## config.mk

```make
export PLATFORM = sky130hd
export DESIGN_NAME = vtms_mode_select
export DESIGN_NICKNAME = d
export VERILOG_FILES = /design/src/vtms_pkg.sv /design/src/vtms_hyst_compare.sv /design/src/vtms_mode_select.sv
export SDC_FILE = /design/constraint.sdc
export NUM_CORES = 1
export LEC_CHECK = 0
export BUFFER_PORTS_ARGS = -buffer_cell sky130_fd_sc_hd__buf_2
export CORE_ASPECT_RATIO = 0.75
export CORE_UTILIZATION = 35
export DETAILED_ROUTE_END_ITERATION = 7
export PLACE_DENSITY = 0.58
export SYNTH_ARGS = -nofsm -noshare
export SYNTH_HDL_FRONTEND = slang
export SYNTH_SLANG_ARGS = --single-unit
```

## constraint.sdc

```tcl
create_clock -name clock -period 5.6 [get_ports clock]
set_input_delay 0.56 -clock clock [delete_from_list [all_inputs] [get_ports clock]]
set_output_delay 0.56 -clock clock [all_outputs]
set_load 0.005 [all_outputs]
```

## src/vtms_pkg.sv

```systemverilog
// Package with register map, field layout and timing constants of the velocity mode select block
package vtms_pkg;

	localparam int ADDR_W = 8;
	localparam int DATA_W = 32;
	localparam int PERIOD_W = 20;
	localparam int DELAY_W = 8;

	// ------------------------------------------------------------
	// Register offsets
	// ------------------------------------------------------------
	localparam logic [7:0] OFS_POWERDOWN_DELAY = 8'h11;
	localparam logic [7:0] OFS_STEP_PERIOD = 8'h12;
	localparam logic [7:0] OFS_PWM_THRESHOLD = 8'h13;
	localparam logic [7:0] OFS_COOL_THRESHOLD = 8'h14;
	localparam logic [7:0] OFS_HIGH_THRESHOLD = 8'h15;
	localparam logic [7:0] OFS_MODE_CONFIG = 8'h16;
	localparam logic [7:0] OFS_MODE_STATUS = 8'h17;

	// ------------------------------------------------------------
	// Reset values
	// ------------------------------------------------------------
	localparam logic [7:0] RST_POWERDOWN_DELAY = 8'h00;
	localparam logic [19:0] RST_THRESHOLD = 20'h00000;
	localparam logic [6:0] RST_MODE_CONFIG = 7'h00;
	localparam logic [19:0] PERIOD_MAX = 20'hfffff;

	// ------------------------------------------------------------
	// Mode configuration fields
	// ------------------------------------------------------------
	localparam int CFG_PWM_MODE = 0;
	localparam int CFG_ADAPTIVE_CURRENT = 1;
	localparam int CFG_LOAD_SPEED = 2;
	localparam int CFG_STALL_STOP = 3;
	localparam int CFG_SMALL_HYST = 4;
	localparam int CFG_HIGH_CHOPPER = 5;
	localparam int CFG_HIGH_FULLSTEP = 6;
	localparam int CFG_W = 7;

	// ------------------------------------------------------------
	// Hysteresis and timing
	// ------------------------------------------------------------
	localparam int HYST_SHIFT_NORMAL = 4;
	localparam int HYST_SHIFT_SMALL = 5;
	localparam int POWERDOWN_UNIT_CYCLES = 262144;
	localparam logic [1:0] STALL_BLANK_PERIODS = 2'h3;
	localparam logic [17:0] PRESCALE_ONE = 18'h00001;

	typedef enum logic [2:0] {
		VTMS_PD_RUN = 3'b001,
		VTMS_PD_WAIT = 3'b010,
		VTMS_PD_REDUCE = 3'b100
	} vtms_pd_state_e;

endpackage

```

## src/vtms_hyst_compare.sv

```systemverilog
// Step period compare against one threshold with hysteresis
`timescale 1ns/1ns

module vtms_hyst_compare (
	input wire logic clock,
	input wire logic reset,
	input wire logic [19:0] period,
	input wire logic [19:0] threshold,
	input wire logic small_hyst,
	output logic at_or_above
);

	// ------------------------------------------------------------
	// Second compare value
	// ------------------------------------------------------------
	// Kept 21 bits wide so a tiny threshold goes negative instead of wrapping
	logic [20:0] hyst_part;
	logic [20:0] low_value;
	logic low_negative;
	logic above_now;
	logic below_low;
	logic next_at_or_above;

	assign hyst_part = small_hyst ?
		{1'b0, threshold >> vtms_pkg::HYST_SHIFT_SMALL} :
		{1'b0, threshold >> vtms_pkg::HYST_SHIFT_NORMAL}; // RULE_04 RULE_05
	assign low_value = {1'b0, threshold} - hyst_part - 21'h000001; // RULE_06
	assign low_negative = low_value[20];
	assign above_now = period >= threshold; // RULE_20
	assign below_low = !low_negative && ({1'b0, period} <= low_value);
	assign next_at_or_above = above_now ? 1'b1 : (below_low ? 1'b0 : at_or_above);

	// ------------------------------------------------------------
	// State
	// ------------------------------------------------------------
	always_ff @(posedge clock or posedge reset) begin
		if (reset) begin
			at_or_above <= 1'b1;
		end else begin
			at_or_above <= next_at_or_above; // RULE_06
		end
	end

endmodule

```

## src/vtms_mode_select.sv

```systemverilog
// Velocity threshold mode select: step period measurement, mode switching and power-down delay
`timescale 1ns/1ns

// Functional notes
// RULE_01 - After standstill, wait power-down register times 2^18 clocks before current reduction
// RULE_02 - Measure clocks between two 1/256 microsteps, readable as 20-bit value
// RULE_03 - Step period saturates at all ones on overflow or standstill
// RULE_04 - Threshold comparisons use hysteresis of one sixteenth of threshold by default
// RULE_05 - Reduced-hysteresis flag changes hysteresis to one thirty-second
// RULE_06 - Second compare value is threshold*15/16-1 or *31/32-1
// RULE_07 - With motion controller, measured period tracks 2^24 divided by velocity
// RULE_08 - In load-speed mode, period reflects each single microstep
// RULE_09 - Period at or above PWM threshold enables PWM mode, disables load-speed control
// RULE_10 - Between adaptive and high thresholds, enable adaptive current, disable PWM
// RULE_11 - Below adaptive threshold, enable stall output and optional stop on stall
// RULE_12 - Outside load-speed mode, stall output disabled again when slower than threshold
// RULE_13 - Suppress stall detection two to three electrical periods on each high crossing
// RULE_14 - At or below high threshold, disable adaptive current and PWM mode
// RULE_15 - High velocity chopper flag forces constant off-time, fast decay zero
// RULE_16 - At high velocity, chopper synchronisation is switched off
// RULE_17 - High velocity fullstep flag selects fullstep and fullstep stall detection
// RULE_18 - Step period is clock frequency over step frequency
// RULE_19 - Current reduction begins only after standstill and expired power-down delay
// RULE_20 - Thresholds and period unsigned 20-bit, compared every clock cycle
module vtms_mode_select #(
	parameter int POWERDOWN_UNIT_CYCLES = vtms_pkg::POWERDOWN_UNIT_CYCLES
) (
	input wire logic clock,
	input wire logic reset,
	input wire logic [7:0] reg_address,
	input wire logic [31:0] reg_write_data,
	input wire logic reg_write,
	input wire logic reg_read,
	output logic [31:0] reg_read_data,
	input wire logic microstep_pulse,
	input wire logic standstill,
	input wire logic electrical_period_pulse,
	input wire logic load_speed_active,
	output logic pwm_mode_enable,
	output logic load_speed_enable,
	output logic adaptive_current_enable,
	output logic stall_output_enable,
	output logic stop_on_stall_enable,
	output logic stall_blank,
	output logic chopper_constant_off,
	output logic fast_decay_time_zero,
	output logic chopper_sync_off,
	output logic fullstep_enable,
	output logic stall_fullstep_select,
	output logic current_reduction_start
);

	// ------------------------------------------------------------
	// Registers
	// ------------------------------------------------------------
	logic [7:0] standstill_powerdown_delay;
	logic [19:0] measured_step_period;
	logic [19:0] pwm_mode_upper_threshold;
	logic [19:0] adaptive_current_lower_threshold;
	logic [19:0] high_velocity_threshold;
	logic [6:0] mode_config;

	logic hit_delay;
	logic hit_period;
	logic hit_pwm;
	logic hit_cool;
	logic hit_high;
	logic hit_config;
	logic hit_status;

	assign hit_delay = reg_address == vtms_pkg::OFS_POWERDOWN_DELAY;
	assign hit_period = reg_address == vtms_pkg::OFS_STEP_PERIOD;
	assign hit_pwm = reg_address == vtms_pkg::OFS_PWM_THRESHOLD;
	assign hit_cool = reg_address == vtms_pkg::OFS_COOL_THRESHOLD;
	assign hit_high = reg_address == vtms_pkg::OFS_HIGH_THRESHOLD;
	assign hit_config = reg_address == vtms_pkg::OFS_MODE_CONFIG;
	assign hit_status = reg_address == vtms_pkg::OFS_MODE_STATUS;

	always_ff @(posedge clock or posedge reset) begin
		if (reset) begin
			standstill_powerdown_delay <= vtms_pkg::RST_POWERDOWN_DELAY;
			pwm_mode_upper_threshold <= vtms_pkg::RST_THRESHOLD;
			adaptive_current_lower_threshold <= vtms_pkg::RST_THRESHOLD;
			high_velocity_threshold <= vtms_pkg::RST_THRESHOLD;
			mode_config <= vtms_pkg::RST_MODE_CONFIG;
		end else if (reg_write) begin
			if (hit_delay) begin
				standstill_powerdown_delay <= reg_write_data[7:0];
			end
			if (hit_pwm) begin
				pwm_mode_upper_threshold <= reg_write_data[19:0]; // RULE_20
			end
			if (hit_cool) begin
				adaptive_current_lower_threshold <= reg_write_data[19:0]; // RULE_20
			end
			if (hit_high) begin
				high_velocity_threshold <= reg_write_data[19:0]; // RULE_20
			end
			if (hit_config) begin
				mode_config <= reg_write_data[6:0];
			end
		end
	end

	logic cfg_pwm;
	logic cfg_adaptive;
	logic cfg_load_speed;
	logic cfg_stall_stop;
	logic cfg_small_hyst;
	logic cfg_high_chopper;
	logic cfg_high_fullstep;

	assign cfg_pwm = mode_config[vtms_pkg::CFG_PWM_MODE];
	assign cfg_adaptive = mode_config[vtms_pkg::CFG_ADAPTIVE_CURRENT];
	assign cfg_load_speed = mode_config[vtms_pkg::CFG_LOAD_SPEED];
	assign cfg_stall_stop = mode_config[vtms_pkg::CFG_STALL_STOP];
	assign cfg_small_hyst = mode_config[vtms_pkg::CFG_SMALL_HYST];
	assign cfg_high_chopper = mode_config[vtms_pkg::CFG_HIGH_CHOPPER];
	assign cfg_high_fullstep = mode_config[vtms_pkg::CFG_HIGH_FULLSTEP];

	// ------------------------------------------------------------
	// Step period measurement
	// ------------------------------------------------------------
	// Counts clock periods since the last microstep, so the result is fCLK / fSTEP
	// and each microstep is measured on its own, with no averaging
	logic [19:0] step_count;
	logic count_full;
	logic [19:0] next_step_count;
	logic [19:0] next_step_period;

	assign count_full = step_count == vtms_pkg::PERIOD_MAX;
	assign next_step_count = microstep_pulse ? 20'h00001 :
		(count_full ? step_count : step_count + 20'h00001); // RULE_18
	assign next_step_period = standstill ? vtms_pkg::PERIOD_MAX :
		(count_full ? vtms_pkg::PERIOD_MAX : // RULE_03
		(microstep_pulse ? step_count : measured_step_period)); // RULE_02 RULE_08 RULE_07

	always_ff @(posedge clock or posedge reset) begin
		if (reset) begin
			step_count <= vtms_pkg::PERIOD_MAX;
			measured_step_period <= vtms_pkg::PERIOD_MAX;
		end else begin
			step_count <= next_step_count;
			measured_step_period <= next_step_period; // RULE_02
		end
	end

	// ------------------------------------------------------------
	// Threshold comparisons
	// ------------------------------------------------------------
	// The high comparison means "period above threshold", so its compare level is one more
	logic [19:0] high_plus_one;
	logic pwm_slow;
	logic cool_slow;
	logic high_slow;

	assign high_plus_one = (high_velocity_threshold == vtms_pkg::PERIOD_MAX) ?
		vtms_pkg::PERIOD_MAX : high_velocity_threshold + 20'h00001;

	vtms_hyst_compare u_pwm_compare (
		.clock(clock),
		.reset(reset),
		.period(measured_step_period),
		.threshold(pwm_mode_upper_threshold),
		.small_hyst(cfg_small_hyst),
		.at_or_above(pwm_slow)
	); // RULE_04 RULE_05

	vtms_hyst_compare u_cool_compare (
		.clock(clock),
		.reset(reset),
		.period(measured_step_period),
		.threshold(adaptive_current_lower_threshold),
		.small_hyst(cfg_small_hyst),
		.at_or_above(cool_slow)
	); // RULE_04 RULE_05

	vtms_hyst_compare u_high_compare (
		.clock(clock),
		.reset(reset),
		.period(measured_step_period),
		.threshold(high_plus_one),
		.small_hyst(cfg_small_hyst),
		.at_or_above(high_slow)
	); // RULE_04 RULE_05

	logic cool_fast;
	logic high_fast;
	logic mid_band;

	assign cool_fast = !cool_slow;
	assign high_fast = !high_slow;
	assign mid_band = cool_fast && !high_fast;

	// ------------------------------------------------------------
	// Mode outputs
	// ------------------------------------------------------------
	logic next_pwm;
	logic next_load_speed;
	logic next_adaptive;

	assign next_pwm = cfg_pwm && pwm_slow && !mid_band && !high_fast; // RULE_09 RULE_10 RULE_14
	assign next_load_speed = cfg_load_speed && !pwm_slow; // RULE_09
	assign next_adaptive = cfg_adaptive && mid_band; // RULE_10 RULE_14

	// ------------------------------------------------------------
	// Stall enable and blanking
	// ------------------------------------------------------------
	// In load-speed mode the stall output stays on once armed, so a brief slow
	// microstep cannot hide a real stall
	logic stall_armed;
	logic next_stall_armed;
	logic high_fast_d;
	logic high_crossed;
	logic [1:0] blank_count;
	logic [1:0] next_blank_count;

	assign next_stall_armed = cool_fast ? 1'b1 :
		(load_speed_active ? stall_armed : 1'b0); // RULE_11 RULE_12
	assign high_crossed = high_fast != high_fast_d;
	// Counting three period pulses gives two to three periods depending on phase
	assign next_blank_count = high_crossed ? vtms_pkg::STALL_BLANK_PERIODS :
		((electrical_period_pulse && blank_count != 2'h0) ?
		blank_count - 2'h1 : blank_count); // RULE_13

	always_ff @(posedge clock or posedge reset) begin
		if (reset) begin
			stall_armed <= 1'b0;
			high_fast_d <= 1'b0;
			blank_count <= 2'h0;
		end else begin
			stall_armed <= next_stall_armed;
			high_fast_d <= high_fast;
			blank_count <= next_blank_count;
		end
	end

	logic next_blank;
	logic next_stop_on_stall;

	assign next_blank = next_blank_count != 2'h0; // RULE_13
	assign next_stop_on_stall = next_stall_armed && cfg_stall_stop && !next_blank; // RULE_11

	// ------------------------------------------------------------
	// High velocity chopper and fullstep
	// ------------------------------------------------------------
	logic next_const_off;
	logic next_fullstep;

	assign next_const_off = high_fast && cfg_high_chopper; // RULE_15
	assign next_fullstep = high_fast && cfg_high_fullstep; // RULE_17

	always_ff @(posedge clock or posedge reset) begin
		if (reset) begin
			pwm_mode_enable <= 1'b0;
			load_speed_enable <= 1'b0;
			adaptive_current_enable <= 1'b0;
			stall_output_enable <= 1'b0;
			stop_on_stall_enable <= 1'b0;
			stall_blank <= 1'b0;
			chopper_constant_off <= 1'b0;
			fast_decay_time_zero <= 1'b0;
			chopper_sync_off <= 1'b0;
			fullstep_enable <= 1'b0;
			stall_fullstep_select <= 1'b0;
		end else begin
			pwm_mode_enable <= next_pwm;
			load_speed_enable <= next_load_speed;
			adaptive_current_enable <= next_adaptive;
			stall_output_enable <= next_stall_armed && !next_blank; // RULE_11 RULE_13
			stop_on_stall_enable <= next_stop_on_stall;
			stall_blank <= next_blank;
			chopper_constant_off <= next_const_off; // RULE_15
			fast_decay_time_zero <= next_const_off; // RULE_15
			chopper_sync_off <= high_fast; // RULE_16
			fullstep_enable <= next_fullstep; // RULE_17
			stall_fullstep_select <= next_fullstep; // RULE_17
		end
	end

	// ------------------------------------------------------------
	// Standstill power-down delay
	// ------------------------------------------------------------
	// One prescaler tick every unit; the delay count starts at a fresh unit boundary
	logic [17:0] prescale;
	logic unit_tick;
	logic [7:0] unit_count;
	logic delay_done;
	vtms_pkg::vtms_pd_state_e pd_state;
	vtms_pkg::vtms_pd_state_e next_pd_state;

	assign unit_tick = prescale == 18'(POWERDOWN_UNIT_CYCLES - 1);
	assign delay_done = unit_count >= standstill_powerdown_delay; // RULE_01

	always_comb begin
		next_pd_state = pd_state;
		case (pd_state)
			vtms_pkg::VTMS_PD_RUN: begin
				if (standstill) begin
					next_pd_state = vtms_pkg::VTMS_PD_WAIT;
				end
			end
			vtms_pkg::VTMS_PD_WAIT: begin
				if (!standstill) begin
					next_pd_state = vtms_pkg::VTMS_PD_RUN;
				end else if (delay_done) begin
					next_pd_state = vtms_pkg::VTMS_PD_REDUCE; // RULE_19
				end
			end
			vtms_pkg::VTMS_PD_REDUCE: begin
				if (!standstill) begin
					next_pd_state = vtms_pkg::VTMS_PD_RUN;
				end
			end
			default: begin
				next_pd_state = vtms_pkg::VTMS_PD_RUN;
			end
		endcase
	end

	always_ff @(posedge clock or posedge reset) begin
		if (reset) begin
			pd_state <= vtms_pkg::VTMS_PD_RUN;
			prescale <= 18'h00000;
			unit_count <= 8'h00;
		end else begin
			pd_state <= next_pd_state;
			if (pd_state != vtms_pkg::VTMS_PD_WAIT) begin
				prescale <= 18'h00000;
				unit_count <= 8'h00;
			end else if (unit_tick) begin
				prescale <= 18'h00000;
				unit_count <= unit_count + 8'h01; // RULE_01
			end else begin
				prescale <= prescale + vtms_pkg::PRESCALE_ONE;
			end
		end
	end

	// Held high for as long as the current stays reduced
	assign current_reduction_start = pd_state == vtms_pkg::VTMS_PD_REDUCE; // RULE_19

	// ------------------------------------------------------------
	// Read path
	// ------------------------------------------------------------
	// Threshold registers are write-only and read as zero
	logic [31:0] status_word;
	logic [31:0] read_mux;

	assign status_word = {21'h000000, current_reduction_start, stall_blank, fullstep_enable,
		chopper_constant_off, chopper_sync_off, stop_on_stall_enable, stall_output_enable,
		adaptive_current_enable, load_speed_enable, pwm_mode_enable, high_fast};
	assign read_mux = hit_period ? {12'h000, measured_step_period} :
		(hit_config ? {25'h0000000, mode_config} :
		(hit_status ? status_word : 32'h00000000));

	always_ff @(posedge clock or posedge reset) begin
		if (reset) begin
			reg_read_data <= 32'h00000000;
		end else if (reg_read) begin
			reg_read_data <= read_mux;
		end else begin
			reg_read_data <= 32'h00000000;
		end
	end

endmodule

```

==> flow_metrics.env <==
export IMPL_clkPwrFrac_pct=29.6
export IMPL_flow_area_growth_from_synthesis_pct=10.8
export IMPL_synth_seq_cells=179
export IMPL_layout_filler_cells=3771
export IMPL_antenna_found_initial=1
export IMPL_design_power_total_mw=4.09
export IMPL_grt_util_all_layers_pct=19.2
export IMPL_synth_largest_type_area_fraction_pct=24.9
export IMPL_core_rowCount=61
export IMPL_switching_share_pct=36.3
export IMPL_postSynthAreaPerCell_um2=9.31
export IMPL_yosysWarnings=0
export IMPL_critical_path_buf_inv_count=2
export IMPL_timing_critical_path_mode_cell="o21ai_0"
export IMPL_cts_root_buffer="clkbuf_16"
export IMPL_globalRouteOverflowTotal=0
export IMPL_hold_class="primary input to asynchronous set/reset pin"
export IMPL_part_of_the_power_in_registers_pct=36.9
export IMPL_detailroute_via_count=10600
export IMPL_final_antenna_violating_net_count=0
export IMPL_cts_tree="built"
export IMPL_netlist_top_cell_by_area="dfrtp_1"
export IMPL_clock_sinks=179
export IMPL_syn_area_um2=13500
export IMPL_max_slew_worst_pin_slew_ps=1100
export IMPL_syn_instance_count=1454
export IMPL_detailedRoute_firstIterationViolations=665
export IMPL_required_time_reported_for_the_critical_path_endpoint_ps=5970
export IMPL_die_width_um=229
export IMPL_drc_errors=0
export IMPL_setup_worst_path_start_class="register"
export IMPL_powerDensity_nw_per_um2=272
export IMPL_viasPerCell=5.24
export IMPL_cell_internal_pwr_mw=2.60
export IMPL_path_clk_slew_ps=80
export IMPL_setup_tns_ps=0
export IMPL_fmaxAchievable_mhz=188
export IMPL_gp_routability_congestion=0.888
export IMPL_power_ir_vdd_worst_v=0.000135
export IMPL_detailedRoute_firstPassIterationCount=5
export IMPL_drive_above_1_share_pct=15.6
export IMPL_max_clock_path_buffers=2
export IMPL_power_frac_comb_pct=33.5
export IMPL_grt_pass1_wl_um=58300
export IMPL_core_area_um2=37600
export IMPL_timing_setup_critical_path_class="register to register"
export IMPL_cts_hold_repair_buffers=0
export IMPL_top_level_ports=92
export IMPL_final_setup_worst_slack_ps=276
export IMPL_yosysMostFrequentCell="ha_1"
export IMPL_period_needed_ps=5320
export IMPL_synth_enable_flop_cells=0
export IMPL_sequential_share_of_the_synthesized_area_pct=33.5
export IMPL_port_buffers=67
export IMPL_design_die_area_um2=39500
export IMPL_slew_viol_final=0
export IMPL_slowest_delay_ps=420
export IMPL_wl_per_cell_um=18.3
export IMPL_final_nets=1744
export IMPL_power_leakage_nw=7.02
export IMPL_synth_cell_type_count=70
export IMPL_h_tree_depth=4
export IMPL_finalHoldWorstSlack_ps=254
export IMPL_synth_async_sr_flop_share_pct=100
export IMPL_cts_buffers_inserted=17
export IMPL_timing_critical_path_slowest_stage_cell="or3_1"
export IMPL_worstPathArrival_ps=5690
export IMPL_place_inst=1998
export IMPL_starting_density_pct=36.1
export IMPL_finalHoldViolCount=0
export IMPL_layoutNonFillerInstCount=2030
export IMPL_critical_path_top_delay_family="compound AO/OA/AOI/OAI gates"
export IMPL_die_y_um=172
export IMPL_ys_dominant_reg_cell="dfrtp_1"
export IMPL_largest_net_degree_at_the_start_of_global_routing=88
export IMPL_worstSkewPairLatency_ps=450
export IMPL_timing_final_crit_share_pct=95.1
export IMPL_critical_path_peak_fanout=9
export IMPL_placement_setup_worst_slack_ps=178
export IMPL_max_slew_margin_rel_pct=26.4
export IMPL_num_antenna_cells=0
export IMPL_first_global_vias=10300
export IMPL_final_setup_viol_count=0
export IMPL_place_hpwl_um=27800
export IMPL_max_capacitance_violation_total=0
export IMPL_clock_skew_ps=13.4
export IMPL_switching_power_mw=1.48
export IMPL_synthTopCellsByCount="180 x ha_1, 135 x dfrtp_1, 130 x nand2_1"
export IMPL_status="finished clean"
export IMPL_cp_end_kind="register"
export IMPL_drt_total_wl_um=37100
export IMPL_synth_top_cells_by_area="dfrtp_1 25%, ha_1 17%, dfstp_2 8.5%"
-- layout make-up --
cell class | count | area [um^2] | share of cell area [%]
clock buffer | 17 | 425 | 2.84
multi-input combinational | 1145 | 8470 | 56.5
inverter | 91 | 347 | 2.31
clock inverter | 15 | 166 | 1.11
sequential | 179 | 4540 | 30.2
timing repair buffer | 79 | 425 | 2.84
tap | 504 | 631 | 4.20
-- cell families (layout without fill, tap and decap cells) --
group | count (synthesis) | count (layout) | share of synthesized area, %
AND/OR/NAND/NOR | 461 | 461 | 17.0
buffers and inverters | 141 | 202 | 4.40
other | 1 | 12 | 0.0277
XOR/XNOR | 106 | 106 | 6.91
flip-flops | 179 | 179 | 33.5
multiplexers | 102 | 102 | 7.99
adder cells (fa/ha/maj) | 183 | 183 | 17.1
AO/OA/AOI/OAI | 281 | 281 | 13.1
-- routing by layer --
| metal | part of all wire, % | global-route usage, % | vias up |
|---|---|---|---|
| met5 | 0 | 0 | - |
| met2 | 45 | 30.6 | 251 |
| met1 | 48 | 27.0 | 5136 |
| li1 | - | - | 5214 |
| met4 | 1.7 | 4.41 | 0 |
| met3 | 5.1 | 3.46 | 35 |
-- power by group through the flow --
stage	clock network (mW)	logic, mW	registers [mW]
after floorplan	0	1.06	1.46
after global placement	0	1.30	1.53
after detailed placement	0	1.34	1.53
after CTS	1.24	1.36	1.51
after global routing	1.28	1.57	1.52
final	1.21	1.37	1.51
-- cells in the final DEF (no fill, tap or decap), types with 7 or more instances in the layout --
cell,instances
nor2b_1,24
xor2_1,51
dfrtp_1,134
o21ai_0,80
mux2i_1,53
a21oi_1,64
clkbuf_16,17
nor2_1,113
xnor2_1,54
or2_2,7
buf_2,67
a31oi_1,12
nand2_1,130
or3_1,7
nor3_1,16
ha_1,179
o21a_1,17
a21o_1,45
conb_1,12
and3_1,10
mux2_2,49
o21ai_1,11
and4_1,9
buf_4,12
dfstp_2,44
o211ai_1,9
inv_1,90
nand2b_1,27
nand3_1,43
nand4_1,31
and2_1,19
-- flip-flops by register name (all words and copies together) (netlist names), 7 cells and up --
signal	count
adaptive_current_lower_threshold	20
high_velocity_threshold	20
measured_step_period	20
mode_config	7
prescale	18
pwm_mode_upper_threshold	20
reg_read_data	20
standstill_powerdown_delay	8
step_count	20
unit_count	8
-- path summary, 6_finish.rpt --
path                       slack (ps)                              startpoint  depth (start not counted)                                        end
max                               280  high_velocity_threshold[0]$_DFFE_PP0P_                         25     u_high_compare.at_or_above$_DFFE_PP1P_
min                               250                                   reset                          2                      prescale[9]$_DFF_PP0_
max reg2reg                       280  high_velocity_threshold[0]$_DFFE_PP0P_                         25     u_high_compare.at_or_above$_DFFE_PP1P_
min reg2reg                       480                   stall_armed$_DFF_PP0_                          2                      stall_armed$_DFF_PP0_
max in group asynchronous        3930                                   reset                          3  standstill_powerdown_delay[2]$_DFFE_PP0P_
min in group clock                340                       load_speed_active                          3                      stall_armed$_DFF_PP0_
-- metrics by stage --
| stage | utilization, % | area [um^2] |
|---|---|---|
| 6_report | 40.0 | 15000 |
| 2_1_floorplan | - | 13600 |
| 3_5_place_dp | 38.3 | 14400 |
| 3_3_place_gp | 38.3 | 14400 |
| 4_1_cts | 39.9 | 15000 |
| 5_1_grt | 40.0 | 15000 |
-- timing repair --
item,in CTS,in global routing
resized for setup,0,4
endpoints found under the setup margin,0,1
setup buffers,0,0
(Power assumes the default switching activity.)
